`config.mk`:
```
export PLATFORM = sky130hd
export DESIGN_NAME = lcms_top
export DESIGN_NICKNAME = d
export VERILOG_FILES = /design/src/core/lcms_pkg.sv /design/src/core/lcms_top.sv
export SDC_FILE = /design/constraint.sdc
export NUM_CORES = 1
export LEC_CHECK = 0
export BUFFER_PORTS_ARGS = -buffer_cell sky130_fd_sc_hd__buf_2
export CAP_MARGIN = 20
export CORE_AREA = 5 5 42 44
export CTS_BUF_LIST = sky130_fd_sc_hd__clkbuf_4
export CTS_CLUSTER_DIAMETER = 50
export CTS_CLUSTER_SIZE = 12
export DETAILED_ROUTE_END_ITERATION = 8
export DIE_AREA = 0 0 47 49
export GPL_ROUTABILITY_DRIVEN = 0
export PLACE_DENSITY_LB_ADDON = 0.08
export SLEW_MARGIN = 20
export SYNTH_ARGS = -nofsm -noshare
export SYNTH_HDL_FRONTEND = slang
export SYNTH_SLANG_ARGS = --single-unit
```
`constraint.sdc`:
```
create_clock -name CLK -period 0.9 [get_ports CLK]
set_input_delay 0.09 -clock CLK [delete_from_list [all_inputs] [get_ports CLK]]
set_output_delay 0.09 -clock CLK [all_outputs]
set_load 0.01 [all_outputs]
```
`src/core/lcms_pkg.sv`:
```
package lcms_pkg;

   // ***************************************************
   // Encodings and reset values
   // ***************************************************
   localparam logic LOOP_SEMI       = 1'b0;
   localparam logic LOOP_FULLY      = 1'b1;
   localparam logic FUNC_FIXED      = 1'b0;
   localparam logic FUNC_SWITCH     = 1'b1;
   localparam logic WIRE_TWO        = 1'b0;
   localparam logic WIRE_FOUR       = 1'b1;
   localparam logic ABS_ON          = 1'b1;
   localparam logic ABS_AVAIL_RST   = 1'b0;

   // Encoder type reported by the connector side
   typedef enum logic [1:0] {
      LCMS_ENC_TWO_WIRE,
      LCMS_ENC_FOUR_WIRE,
      LCMS_ENC_ABZ
   } lcms_enc_t;

   // Control method applied to the position loop
   typedef enum logic [1:0] {
      LCMS_CTRL_SEMI,
      LCMS_CTRL_FULLY
   } lcms_ctrl_t;

   // Drive parameters written by the host
   typedef struct packed {
      logic loop_system_select;
      logic loop_function_select;
      logic abs_position_enable;
      logic load_encoder_wire_method;
      logic droop_clear_on_switch;
   } lcms_param_t;

   // Alarm outputs
   typedef struct packed {
      logic parameter_error_alarm;
      logic encoder_comm_alarm_a;
      logic encoder_comm_alarm_b;
   } lcms_alarm_t;

   localparam lcms_param_t PARAM_RST = '0;
   localparam lcms_alarm_t ALARM_RST = '0;

endpackage

```
`src/core/lcms_top.sv`:
```
`timescale 1ns/1ns
module lcms_top (
   input  wire logic             CLK,
   input  wire logic             RESETN,
   input  wire logic             CE,
   input  wire logic             CYCLE_TICK,
   input  lcms_pkg::lcms_param_t PARAM,
   input  wire logic             CONTROLLER_LOOP_SELECT_CMD,
   input  wire logic             LOOP_SELECT_INPUT,
   input  wire logic             LOOP_INPUT_ASSIGNED,
   input  lcms_pkg::lcms_enc_t   ENC_TYPE,
   input  wire logic             ENC_ABSOLUTE,
   input  wire logic             TWO_AXIS_UNIT,
   output lcms_pkg::lcms_ctrl_t  CTRL_METHOD,
   output logic                  LOAD_SIDE_UNITS,
   output logic                  FOUR_WIRE_SEL,
   output logic                  ABS_AVAILABLE,
   output lcms_pkg::lcms_alarm_t ALARMS
);

   // ***************************************************
   // Combinational method decision
   // ***************************************************
   logic                 in_eff;
   logic                 switching;
   lcms_pkg::lcms_ctrl_t ctrl_d;
   logic                 abs_d;
   logic                 mismatch;
   lcms_pkg::lcms_alarm_t alarm_d;

   assign in_eff    = LOOP_SELECT_INPUT & LOOP_INPUT_ASSIGNED;
   assign switching = (PARAM.loop_system_select == lcms_pkg::LOOP_FULLY) &&
                      (PARAM.loop_function_select == lcms_pkg::FUNC_SWITCH);

   // Method choice; the OR lets either party force fully closed
   always_comb begin
      ctrl_d = lcms_pkg::LCMS_CTRL_SEMI;
      if (PARAM.loop_system_select == lcms_pkg::LOOP_FULLY) begin
         if (switching) begin
            if (CONTROLLER_LOOP_SELECT_CMD | in_eff) begin
               ctrl_d = lcms_pkg::LCMS_CTRL_FULLY;
            end
         end else begin
            ctrl_d = lcms_pkg::LCMS_CTRL_FULLY;
         end
      end
   end

   always_comb begin
      if (PARAM.loop_system_select == lcms_pkg::LOOP_SEMI) begin
         abs_d = 1'b1;
      end else if (switching) begin
         abs_d = 1'b0;
      end else begin
         abs_d = ENC_ABSOLUTE;
      end
   end

   // wire method mismatch; A/B/Z needs two-wire setting
   always_comb begin
      case (ENC_TYPE)
         lcms_pkg::LCMS_ENC_TWO_WIRE:
            mismatch = PARAM.load_encoder_wire_method != lcms_pkg::WIRE_TWO;
         lcms_pkg::LCMS_ENC_FOUR_WIRE:
            mismatch = PARAM.load_encoder_wire_method != lcms_pkg::WIRE_FOUR;
         lcms_pkg::LCMS_ENC_ABZ:
            mismatch = PARAM.load_encoder_wire_method != lcms_pkg::WIRE_TWO;
         default:
            mismatch = 1'b0;
      endcase
   end

   // Alarm levels follow the settings, no latching here
   always_comb begin
      alarm_d.parameter_error_alarm =
         (PARAM.loop_function_select == lcms_pkg::FUNC_SWITCH) &&
         (PARAM.abs_position_enable == lcms_pkg::ABS_ON);
      alarm_d.encoder_comm_alarm_a = mismatch ||
         (TWO_AXIS_UNIT && (ENC_TYPE == lcms_pkg::LCMS_ENC_ABZ));
      alarm_d.encoder_comm_alarm_b = mismatch;
   end

   // ***************************************************
   // Registered outputs
   // ***************************************************

   always_ff @(posedge CLK or negedge RESETN) begin
      if (!RESETN) begin
         CTRL_METHOD     <= lcms_pkg::LCMS_CTRL_SEMI;
         LOAD_SIDE_UNITS <= lcms_pkg::LOOP_SEMI;
      end else if (CE && CYCLE_TICK) begin
         CTRL_METHOD     <= ctrl_d;
         LOAD_SIDE_UNITS <= PARAM.loop_system_select;
      end
   end

   a_load_side_units: assert property (
      @(posedge CLK) disable iff (!RESETN)
      (CE && CYCLE_TICK)
      |=> LOAD_SIDE_UNITS == $past(PARAM.loop_system_select))
      else $error("load-side units not following system select");

   a_switch_or_rule: assert property (
      @(posedge CLK) disable iff (!RESETN)
      (CE && CYCLE_TICK && switching &&
       !CONTROLLER_LOOP_SELECT_CMD && !in_eff)
      |=> CTRL_METHOD == lcms_pkg::LCMS_CTRL_SEMI)
      else $error("switching mode not semi with both off");

   a_fixed_fully_ctrl: assert property (
      @(posedge CLK) disable iff (!RESETN)
      (CE && CYCLE_TICK && PARAM.loop_system_select &&
       !PARAM.loop_function_select)
      |=> CTRL_METHOD == lcms_pkg::LCMS_CTRL_FULLY)
      else $error("fixed mode not fully closed");

   a_semi_system_ctrl: assert property (
      @(posedge CLK) disable iff (!RESETN)
      (CE && CYCLE_TICK && !PARAM.loop_system_select)
      |=> CTRL_METHOD == lcms_pkg::LCMS_CTRL_SEMI && !LOAD_SIDE_UNITS)
      else $error("semi system not semi control");

   a_cmd_forces_fully: assert property (
      @(posedge CLK) disable iff (!RESETN)
      (CE && CYCLE_TICK && switching && CONTROLLER_LOOP_SELECT_CMD)
      |=> CTRL_METHOD == lcms_pkg::LCMS_CTRL_FULLY)
      else $error("command bit did not force fully closed");

   a_unassigned_input: assert property (
      @(posedge CLK) disable iff (!RESETN)
      (CE && CYCLE_TICK && switching && !LOOP_INPUT_ASSIGNED &&
       !CONTROLLER_LOOP_SELECT_CMD)
      |=> CTRL_METHOD == lcms_pkg::LCMS_CTRL_SEMI)
      else $error("unassigned input was not ignored");

   a_hold_off_tick: assert property (
      @(posedge CLK) disable iff (!RESETN)
      !(CE && CYCLE_TICK) |=> $stable(CTRL_METHOD))
      else $error("method changed outside control tick");

   // Settings checks, refreshed every enabled clock
   always_ff @(posedge CLK or negedge RESETN) begin
      if (!RESETN) begin
         ALARMS        <= lcms_pkg::ALARM_RST;
         ABS_AVAILABLE <= lcms_pkg::ABS_AVAIL_RST;
         FOUR_WIRE_SEL <= lcms_pkg::WIRE_TWO;
      end else if (CE) begin
         ALARMS        <= alarm_d;
         ABS_AVAILABLE <= abs_d;
         FOUR_WIRE_SEL <= PARAM.load_encoder_wire_method;
      end
   end

   a_param_error: assert property (
      @(posedge CLK) disable iff (!RESETN)
      (CE && PARAM.loop_function_select && PARAM.abs_position_enable)
      |=> ALARMS.parameter_error_alarm)
      else $error("parameter error alarm missing");

   a_abs_switching: assert property (
      @(posedge CLK) disable iff (!RESETN)
      (CE && switching) |=> !ABS_AVAILABLE)
      else $error("absolute detection offered in switching mode");

   a_abs_semi_system: assert property (
      @(posedge CLK) disable iff (!RESETN)
      (CE && !PARAM.loop_system_select) |=> ABS_AVAILABLE)
      else $error("absolute detection missing in semi system");

   a_abs_fixed_enc: assert property (
      @(posedge CLK) disable iff (!RESETN)
      (CE && PARAM.loop_system_select && !PARAM.loop_function_select)
      |=> ABS_AVAILABLE == $past(ENC_ABSOLUTE))
      else $error("fixed mode absolute use not following encoder");

   a_wire_mismatch: assert property (
      @(posedge CLK) disable iff (!RESETN)
      (CE && ENC_TYPE == lcms_pkg::LCMS_ENC_FOUR_WIRE &&
       !PARAM.load_encoder_wire_method)
      |=> ALARMS.encoder_comm_alarm_a && ALARMS.encoder_comm_alarm_b)
      else $error("wire mismatch alarms missing");

   a_two_wire_mismatch: assert property (
      @(posedge CLK) disable iff (!RESETN)
      (CE && ENC_TYPE == lcms_pkg::LCMS_ENC_TWO_WIRE &&
       PARAM.load_encoder_wire_method)
      |=> ALARMS.encoder_comm_alarm_a && ALARMS.encoder_comm_alarm_b)
      else $error("two-wire mismatch alarms missing");

   a_abz_mismatch: assert property (
      @(posedge CLK) disable iff (!RESETN)
      (CE && ENC_TYPE == lcms_pkg::LCMS_ENC_ABZ &&
       PARAM.load_encoder_wire_method)
      |=> ALARMS.encoder_comm_alarm_a && ALARMS.encoder_comm_alarm_b)
      else $error("A/B/Z mismatch alarms missing");

   a_two_axis_abz: assert property (
      @(posedge CLK) disable iff (!RESETN)
      (CE && TWO_AXIS_UNIT && ENC_TYPE == lcms_pkg::LCMS_ENC_ABZ)
      |=> ALARMS.encoder_comm_alarm_a)
      else $error("two-axis A/B/Z alarm missing");

   a_abz_b_clear: assert property (
      @(posedge CLK) disable iff (!RESETN)
      (CE && ENC_TYPE == lcms_pkg::LCMS_ENC_ABZ &&
       !PARAM.load_encoder_wire_method)
      |=> !ALARMS.encoder_comm_alarm_b)
      else $error("alarm b raised for correctly set A/B/Z");

   a_wire_select: assert property (
      @(posedge CLK) disable iff (!RESETN)
      CE |=> FOUR_WIRE_SEL == $past(PARAM.load_encoder_wire_method))
      else $error("wire select not following setting");

endmodule // lcms_top

```
==> key figures, run 1 <==
Synthesis
  • FFs w/ async S/R, synth: 100%
  • Synthesis-stage register bit count: 7
  • Synth Warn #: 0
  • Syn Nets: 50
  • Cells after synthesis: 34
  • Netlist cell types: 14
  • Avg Cell Area, Syn: 9.24 um^2
  • Leading register cell type out of synthesis: dfrtp_1
  • Number of flops mapped to enable cells by yosys: 0
  • Largest cells by area after synthesis: dfrtp_1 56%, nand2_1 7.2%, a31oi_1 6.0%, buf_4 4.8%, nor2_1 4.8%
  • Mapped Area: 314 um^2
  • Synth top area share: 55.8%
  • Most common cell in the netlist: dfrtp_1
  • Synth cell count leaders: 7 x dfrtp_1, 6 x nand2_1, 4 x nor2_1, 3 x a31oi_1
  • Yosys top cell by area: dfrtp_1
  • Seq/Total Area, Yosys: 55.8%

Finish
  • Finished Layout Cells: 75
  • Multi-input logic area: 116 um^2
  • Nets: 76
  • Layout area overhead: 50.2%
  • Layout cells sized above 1: 45.8%
  • Fillers: 167
  • Ant diodes: 0
  • Register area: 175 um^2

Power and ir drop
  • Clock power share: 37.5%
  • Leak: 0.000249 uW
  • Worst vdd ir: 1.19 mV
  • Pwr dens: 1730 mW/mm^2
  • Sequential share of power: 44.4%
  • Switching power: 198 uW
  • Switching part of the total: 24.2%
  • Internal: 620 uW
  • Combinational power share: 18.2%

CTS
  • CTS tree: yes
  • Clk_lat worst skew: 0.24 ns
  • Root Buffer: clkbuf_4
  • CTS Buf Count: 3
  • Clock Tree Buf Depth: 2
  • Clock sinks: 7
  • Worst-path clk slew: 0.05 ns
  • H-tree depth: 1

Worst setup path
  • FF-to-FF path depth: 1
  • Crit path capture: ALARMS[0]
  • Crit start category: register
  • Critical path's largest stage delay: 0.37 ns
  • R2R Path End: FOUR_WIRE_SEL
  • Critical path depth in cells: 1
  • Critical path cell sequence: buf_2
  • CP max stage cell: dfrtp_1
  • Worst path top cell family by delay: flip-flops
  • RR Startpoint: FOUR_WIRE_SEL
  • Worst R2R Setup Slack: 0.16 ns
  • CP Data Required Time: 0.81 ns
  • Worst EP arrival: 0.76 ns
  • WS Path Type: register to primary output
  • Critical Path Fanout Max: 2
  • Beginning of the critical path: ALARMS[0]
  • CP bufs+invs: 1
  • Element type at the critical path end: primary output

GRT
  • Vias in the first global route: 286
  • First-pass GRT wire length: 1.15 mm
  • Grt ovf: 0
  • Overall routing resource usage: 7.38%
  • Initial antenna violation count: 0
  • Largest net degree at the start of global routing: 9

Worst hold path
  • Hold Crit Class: primary input to register

Detailed routing
  • Drt drc: 0
  • Detailed Route Iter0 Violations: 3
  • WL final: 734 um
  • Detail Route Antenna Nets: 0
  • Via count: 319
  • 1st-pass router iterations: 2
  • DR vias/cell: 4.25
  • Avg WL per Cell: 9.79 um

Placement
  • Detailed placement HPWL: 638 um
  • Placed cells: 70
  • Port bufs: 21

Die
  • Die Span Y: 49 um
  • Core Area: 0.00140 mm^2
  • Die width: 47 um
  • Die Footprint: 0.00230 mm^2
  • Effective utilization at floorplan: 22.4%
  • Top-Level Pins: 24
  • FP Rows: 14

STA
  • Time the worst path needs with I/O delays and setup: 0.846 ns
  • Fmax achieved: 1180 MHz
  • Final hold slack: 0.0459 ns
  • Layout Skew: 0 ns
  • Pins Over Slew Limit: 0
  • RSZ-0062 raised after global routing: true
  • Setup Viol. Count Final: 0
  • Final period utilization: 94.0%
  • Final Hold Vio Count: 0

Run status
  • Outcome: completed

Job
  • Max-cap violations: 0
-- how the worst min path moves through the flow --
stage               startpoint             end  slack, ns  cells after the start
floorplan               RESETN   ABS_AVAILABLE      -0.21                      0
global placement        RESETN  CTRL_METHOD[0]      -0.07                      1
detailed placement      RESETN  CTRL_METHOD[0]      -0.07                      1
CTS                   PARAM[4]   ABS_AVAILABLE       0.04                      2
global route          PARAM[4]   ABS_AVAILABLE       0.03                      2
finish                PARAM[4]   ABS_AVAILABLE       0.05                      2
-- registers in the layout (all words and copies together) (netlist names) --
| register | cells |
|---|---|
| CTRL_METHOD | 1 |
| ALARMS | 3 |
| ABS_AVAILABLE | 1 |
| LOAD_SIDE_UNITS | 1 |
| FOUR_WIRE_SEL | 1 |
-- power groups by stage --
stage	registers, uW	clock network (uW)	logic [uW]
6_report	363	306	149
4_1_cts	364	331	152
2_1_floorplan	386	0	51.0
3_3_place_gp	370	0	149
3_5_place_dp	369	0	149
5_1_grt	368	354	167
-- layout make-up --
type                    instances  share of cell area, %
multi-input cells              23                   24.7
inverters                       2                   1.59
clock buffers                   4                   6.37
repair buffers                 23                   26.0
well taps                      16                   4.24
flip-flops and latches          7                   37.1
-- metal layers --
layer	vias to the layer above	track usage [%]	wire, um
met5	-	0	0
met4	0	1.38	0
met3	0	7.01	64
met2	10	10.2	388
met1	147	8.31	282
li1	162	-	-
-- through the flow --
stage	util (%)	setup slack, ns	power [uW]	cell area [um^2]	setup TNS, ns
detailed placement	30.8	0.170	518	432	0
global route	33.7	-0.00102	888	472	-0.00102
CTS	33.7	0.0268	847	472	0
floorplan	-	0.131	438	314	0
finish	33.7	0.0536	817	472	0
global placement	30.8	0.172	519	432	0
-- repair_timing --
action                                  4_1_cts  5_1_grt
hold endpoints to repair                      7        0
endpoints found under the setup margin        0        1
resized for setup                             0        0
hold buffers                                  1        0
setup buffers                                 0        0
-- logic make-up after synthesis --
group,share of synthesized area [%]
muxes,3.59
DFF,55.8
other,1.19
and+or+nand+nor,19.1
buffers and inverters,7.17
AOI/OAI and AO/OA,13.1
-- layout by cell type (no fill, tap or decap) --
| cell | n |
|---|---|
| a211oi_1 | 1 |
| a21oi_1 | 1 |
| a31oi_1 | 3 |
| buf_2 | 21 |
| buf_4 | 1 |
| clkbuf_4 | 4 |
| conb_1 | 1 |
| dfrtp_1 | 7 |
| dlygate4sd3_1 | 1 |
| inv_1 | 2 |
| mux2_2 | 1 |
| nand2_1 | 6 |
| nand2b_1 | 1 |
| nand3_1 | 2 |
| nor2_1 | 4 |
| o21ai_0 | 2 |
| or2_1 | 1 |
Power figures use the tool's default switching activity.
==> inputs of run 2 (changes only) <==
Settings changed: CELL_PAD_IN_SITES_DETAIL_PLACEMENT set to 1, CELL_PAD_IN_SITES_GLOBAL_PLACEMENT set to 1.
==> key figures, run 2 (synthesized netlist as in run 1, its figures left out) <==
Run status
  • Outcome: completed

Placement
  • Port bufs: 21 (unchanged)
  • Detailed placement HPWL: 784 um (+23%)
  • Placed Area: 432 um^2 (unchanged)
  • Pre-CTS WS: 0.173 ns (+0.00330 ns)

Worst setup path
  • CP Data Required Time: 0.81 ns (about the same)
  • Critical path's largest stage delay: 0.38 ns (about the same)
  • Critical path cell sequence: buf_2
  • Crit start category: register
  • WS Path Type: register to primary output
  • Worst path top cell family by delay: flip-flops
  • Element type at the critical path end: primary output
  • Critical Path Fanout Max: 2 (unchanged)
  • Worst EP arrival: 0.77 ns (about the same)
  • CP bufs+invs: 1 (unchanged)
  • CP max stage cell: dfrtp_1

Detailed routing
  • Detail Route Antenna Nets: 0 (unchanged)
  • Avg WL per Cell: 12.3 um (+26%)
  • Via count: 330 (+3.4%)
  • DR vias/cell: 4.40 (+3.4%)
  • 1st-pass router iterations: 3 (+1)
  • Drt drc: 0 (unchanged)
  • Detailed Route Iter0 Violations: 2 (-1)
  • WL final: 926 um (+26%)

Finish
  • Most frequent cells in the layout: 21 x buf_2, 7 x dfrtp_1, 6 x nand2_1, 4 x nor2_1, 4 x clkbuf_4
  • Ant diodes: 0 (unchanged)
  • Layout area overhead: 50.2% (unchanged)
  • Biggest register: ALARMS
  • Commonest non-fill, non-tap cell in the layout: buf_2
  • Final instance area: 472 um^2 (unchanged)
  • Final core occ: 33.7% (unchanged)
  • Max reg flops: 3 (unchanged)
  • Nets: 76 (unchanged)
  • Fillers: 176 (+5.4%)
  • Layout cells sized above 1: 45.8% (unchanged)

Worst hold path
  • Hold Crit Class: primary input to register

Die
  • Core Area: 0.00140 mm^2 (unchanged)
  • Effective utilization at floorplan: 22.4% (unchanged)
  • Die Footprint: 0.00230 mm^2 (unchanged)
  • FP Rows: 14 (unchanged)
  • Die Span Y: 49 um (unchanged)
  • Die width: 47 um (unchanged)
  • Top-Level Pins: 24 (unchanged)

STA
  • Pins Over Slew Limit: 0 (unchanged)
  • Final period utilization: 95.3% (+1.2 points)
  • Final hold slack: 0.0517 ns (+0.00583 ns)
  • Setup Viol. Count Final: 0 (unchanged)
  • Time the worst path needs with I/O delays and setup: 0.857 ns (+0.0111 ns)
  • RSZ-0062 raised after global routing: false
  • Fmax achieved: 1170 MHz (-1.3%)
  • Final Hold Vio Count: 0 (unchanged)
  • Layout Skew: 0 ns (unchanged)
  • Final TNS setup: 0 ns (unchanged)
  • Post-route setup slack: 0.0426 ns (-0.0111 ns)

CTS
  • CTS tree: yes
  • Post-CTS setup buffers: 0 (unchanged)
  • Worst-path clk slew: 0.06 ns (about the same)
  • Clock Tree Buf Depth: 2 (unchanged)
  • Clock sinks: 7 (unchanged)
  • CTS Hold Buffers Added: 1 (unchanged)
  • CTS Buf Count: 3 (unchanged)
  • Root Buffer: clkbuf_4
  • Clk_lat worst skew: 0.25 ns (about the same)
  • H-tree depth: 1 (unchanged)
  • # resized after CTS: 0 (unchanged)

Power and ir drop
  • Pwr dens: 1760 mW/mm^2 (+1.7%)
  • Leak: 0.000249 uW (unchanged)
  • Worst vdd ir: 0.649 mV (-46%)

GRT
  • Grt ovf: 0 (unchanged)
  • Vias in the first global route: 371 (+30%)
  • Overall routing resource usage: 9.07% (+1.7 points)
  • First-pass GRT wire length: 1.52 mm (+33%)
  • Initial antenna violation count: 0 (unchanged)
  • Largest net degree at the start of global routing: 9 (unchanged)

Job
  • Max-cap violations: 0 (unchanged)
run 2: path summary, 6_finish.rpt:
kind | start | endpoint | slack, ns | cells past startpoint
max | ALARMS[0] | ALARMS[0] | 0.04 | 1
min | PARAM[4] | ABS_AVAILABLE | 0.05 | 2
max reg2reg | FOUR_WIRE_SEL | FOUR_WIRE_SEL | 0.17 | 1
min reg2reg | LOAD_SIDE_UNITS | LOAD_SIDE_UNITS | 0.48 | 2
max in group asynchronous | RESETN | CTRL_METHOD[0] | 0.51 | 2
min in group asynchronous | RESETN | ABS_AVAILABLE | 0.22 | 2
run 2: metal layers:
metal  GRT usage (%)  vias up  part of all wire, %
li1                -      161                    -
met1            8.95      153                   34
met2            17.0       14                   53
met3            2.58        2                   12
met4            2.76        0                 0.86
met5               0        -                    0
run 2: metrics by stage:
stage,power (uW),std cells
after global placement,514,70
after global routing,882,75
final,832,75
after detailed placement,524,70
after CTS,850,75
after floorplan,438,34
run 2: area by class of cell:
cell class	count	area, um^2	area share [%]
Timing Repair Buffer	23	123	26.0
Multi-Input combinational cell	23	116	24.7
Tap cell	16	20.0	4.24
Inverter	2	7.51	1.59
Sequential cell	7	175	37.1
Clock buffer	4	30.0	6.37
run 2: power breakdown:
part / total [uW] / internal, uW / switching [uW]
Sequential: 363 / 348 / 15.0
Clock: 315 / 199 / 116
Combinational: 153 / 72.6 / 80.9
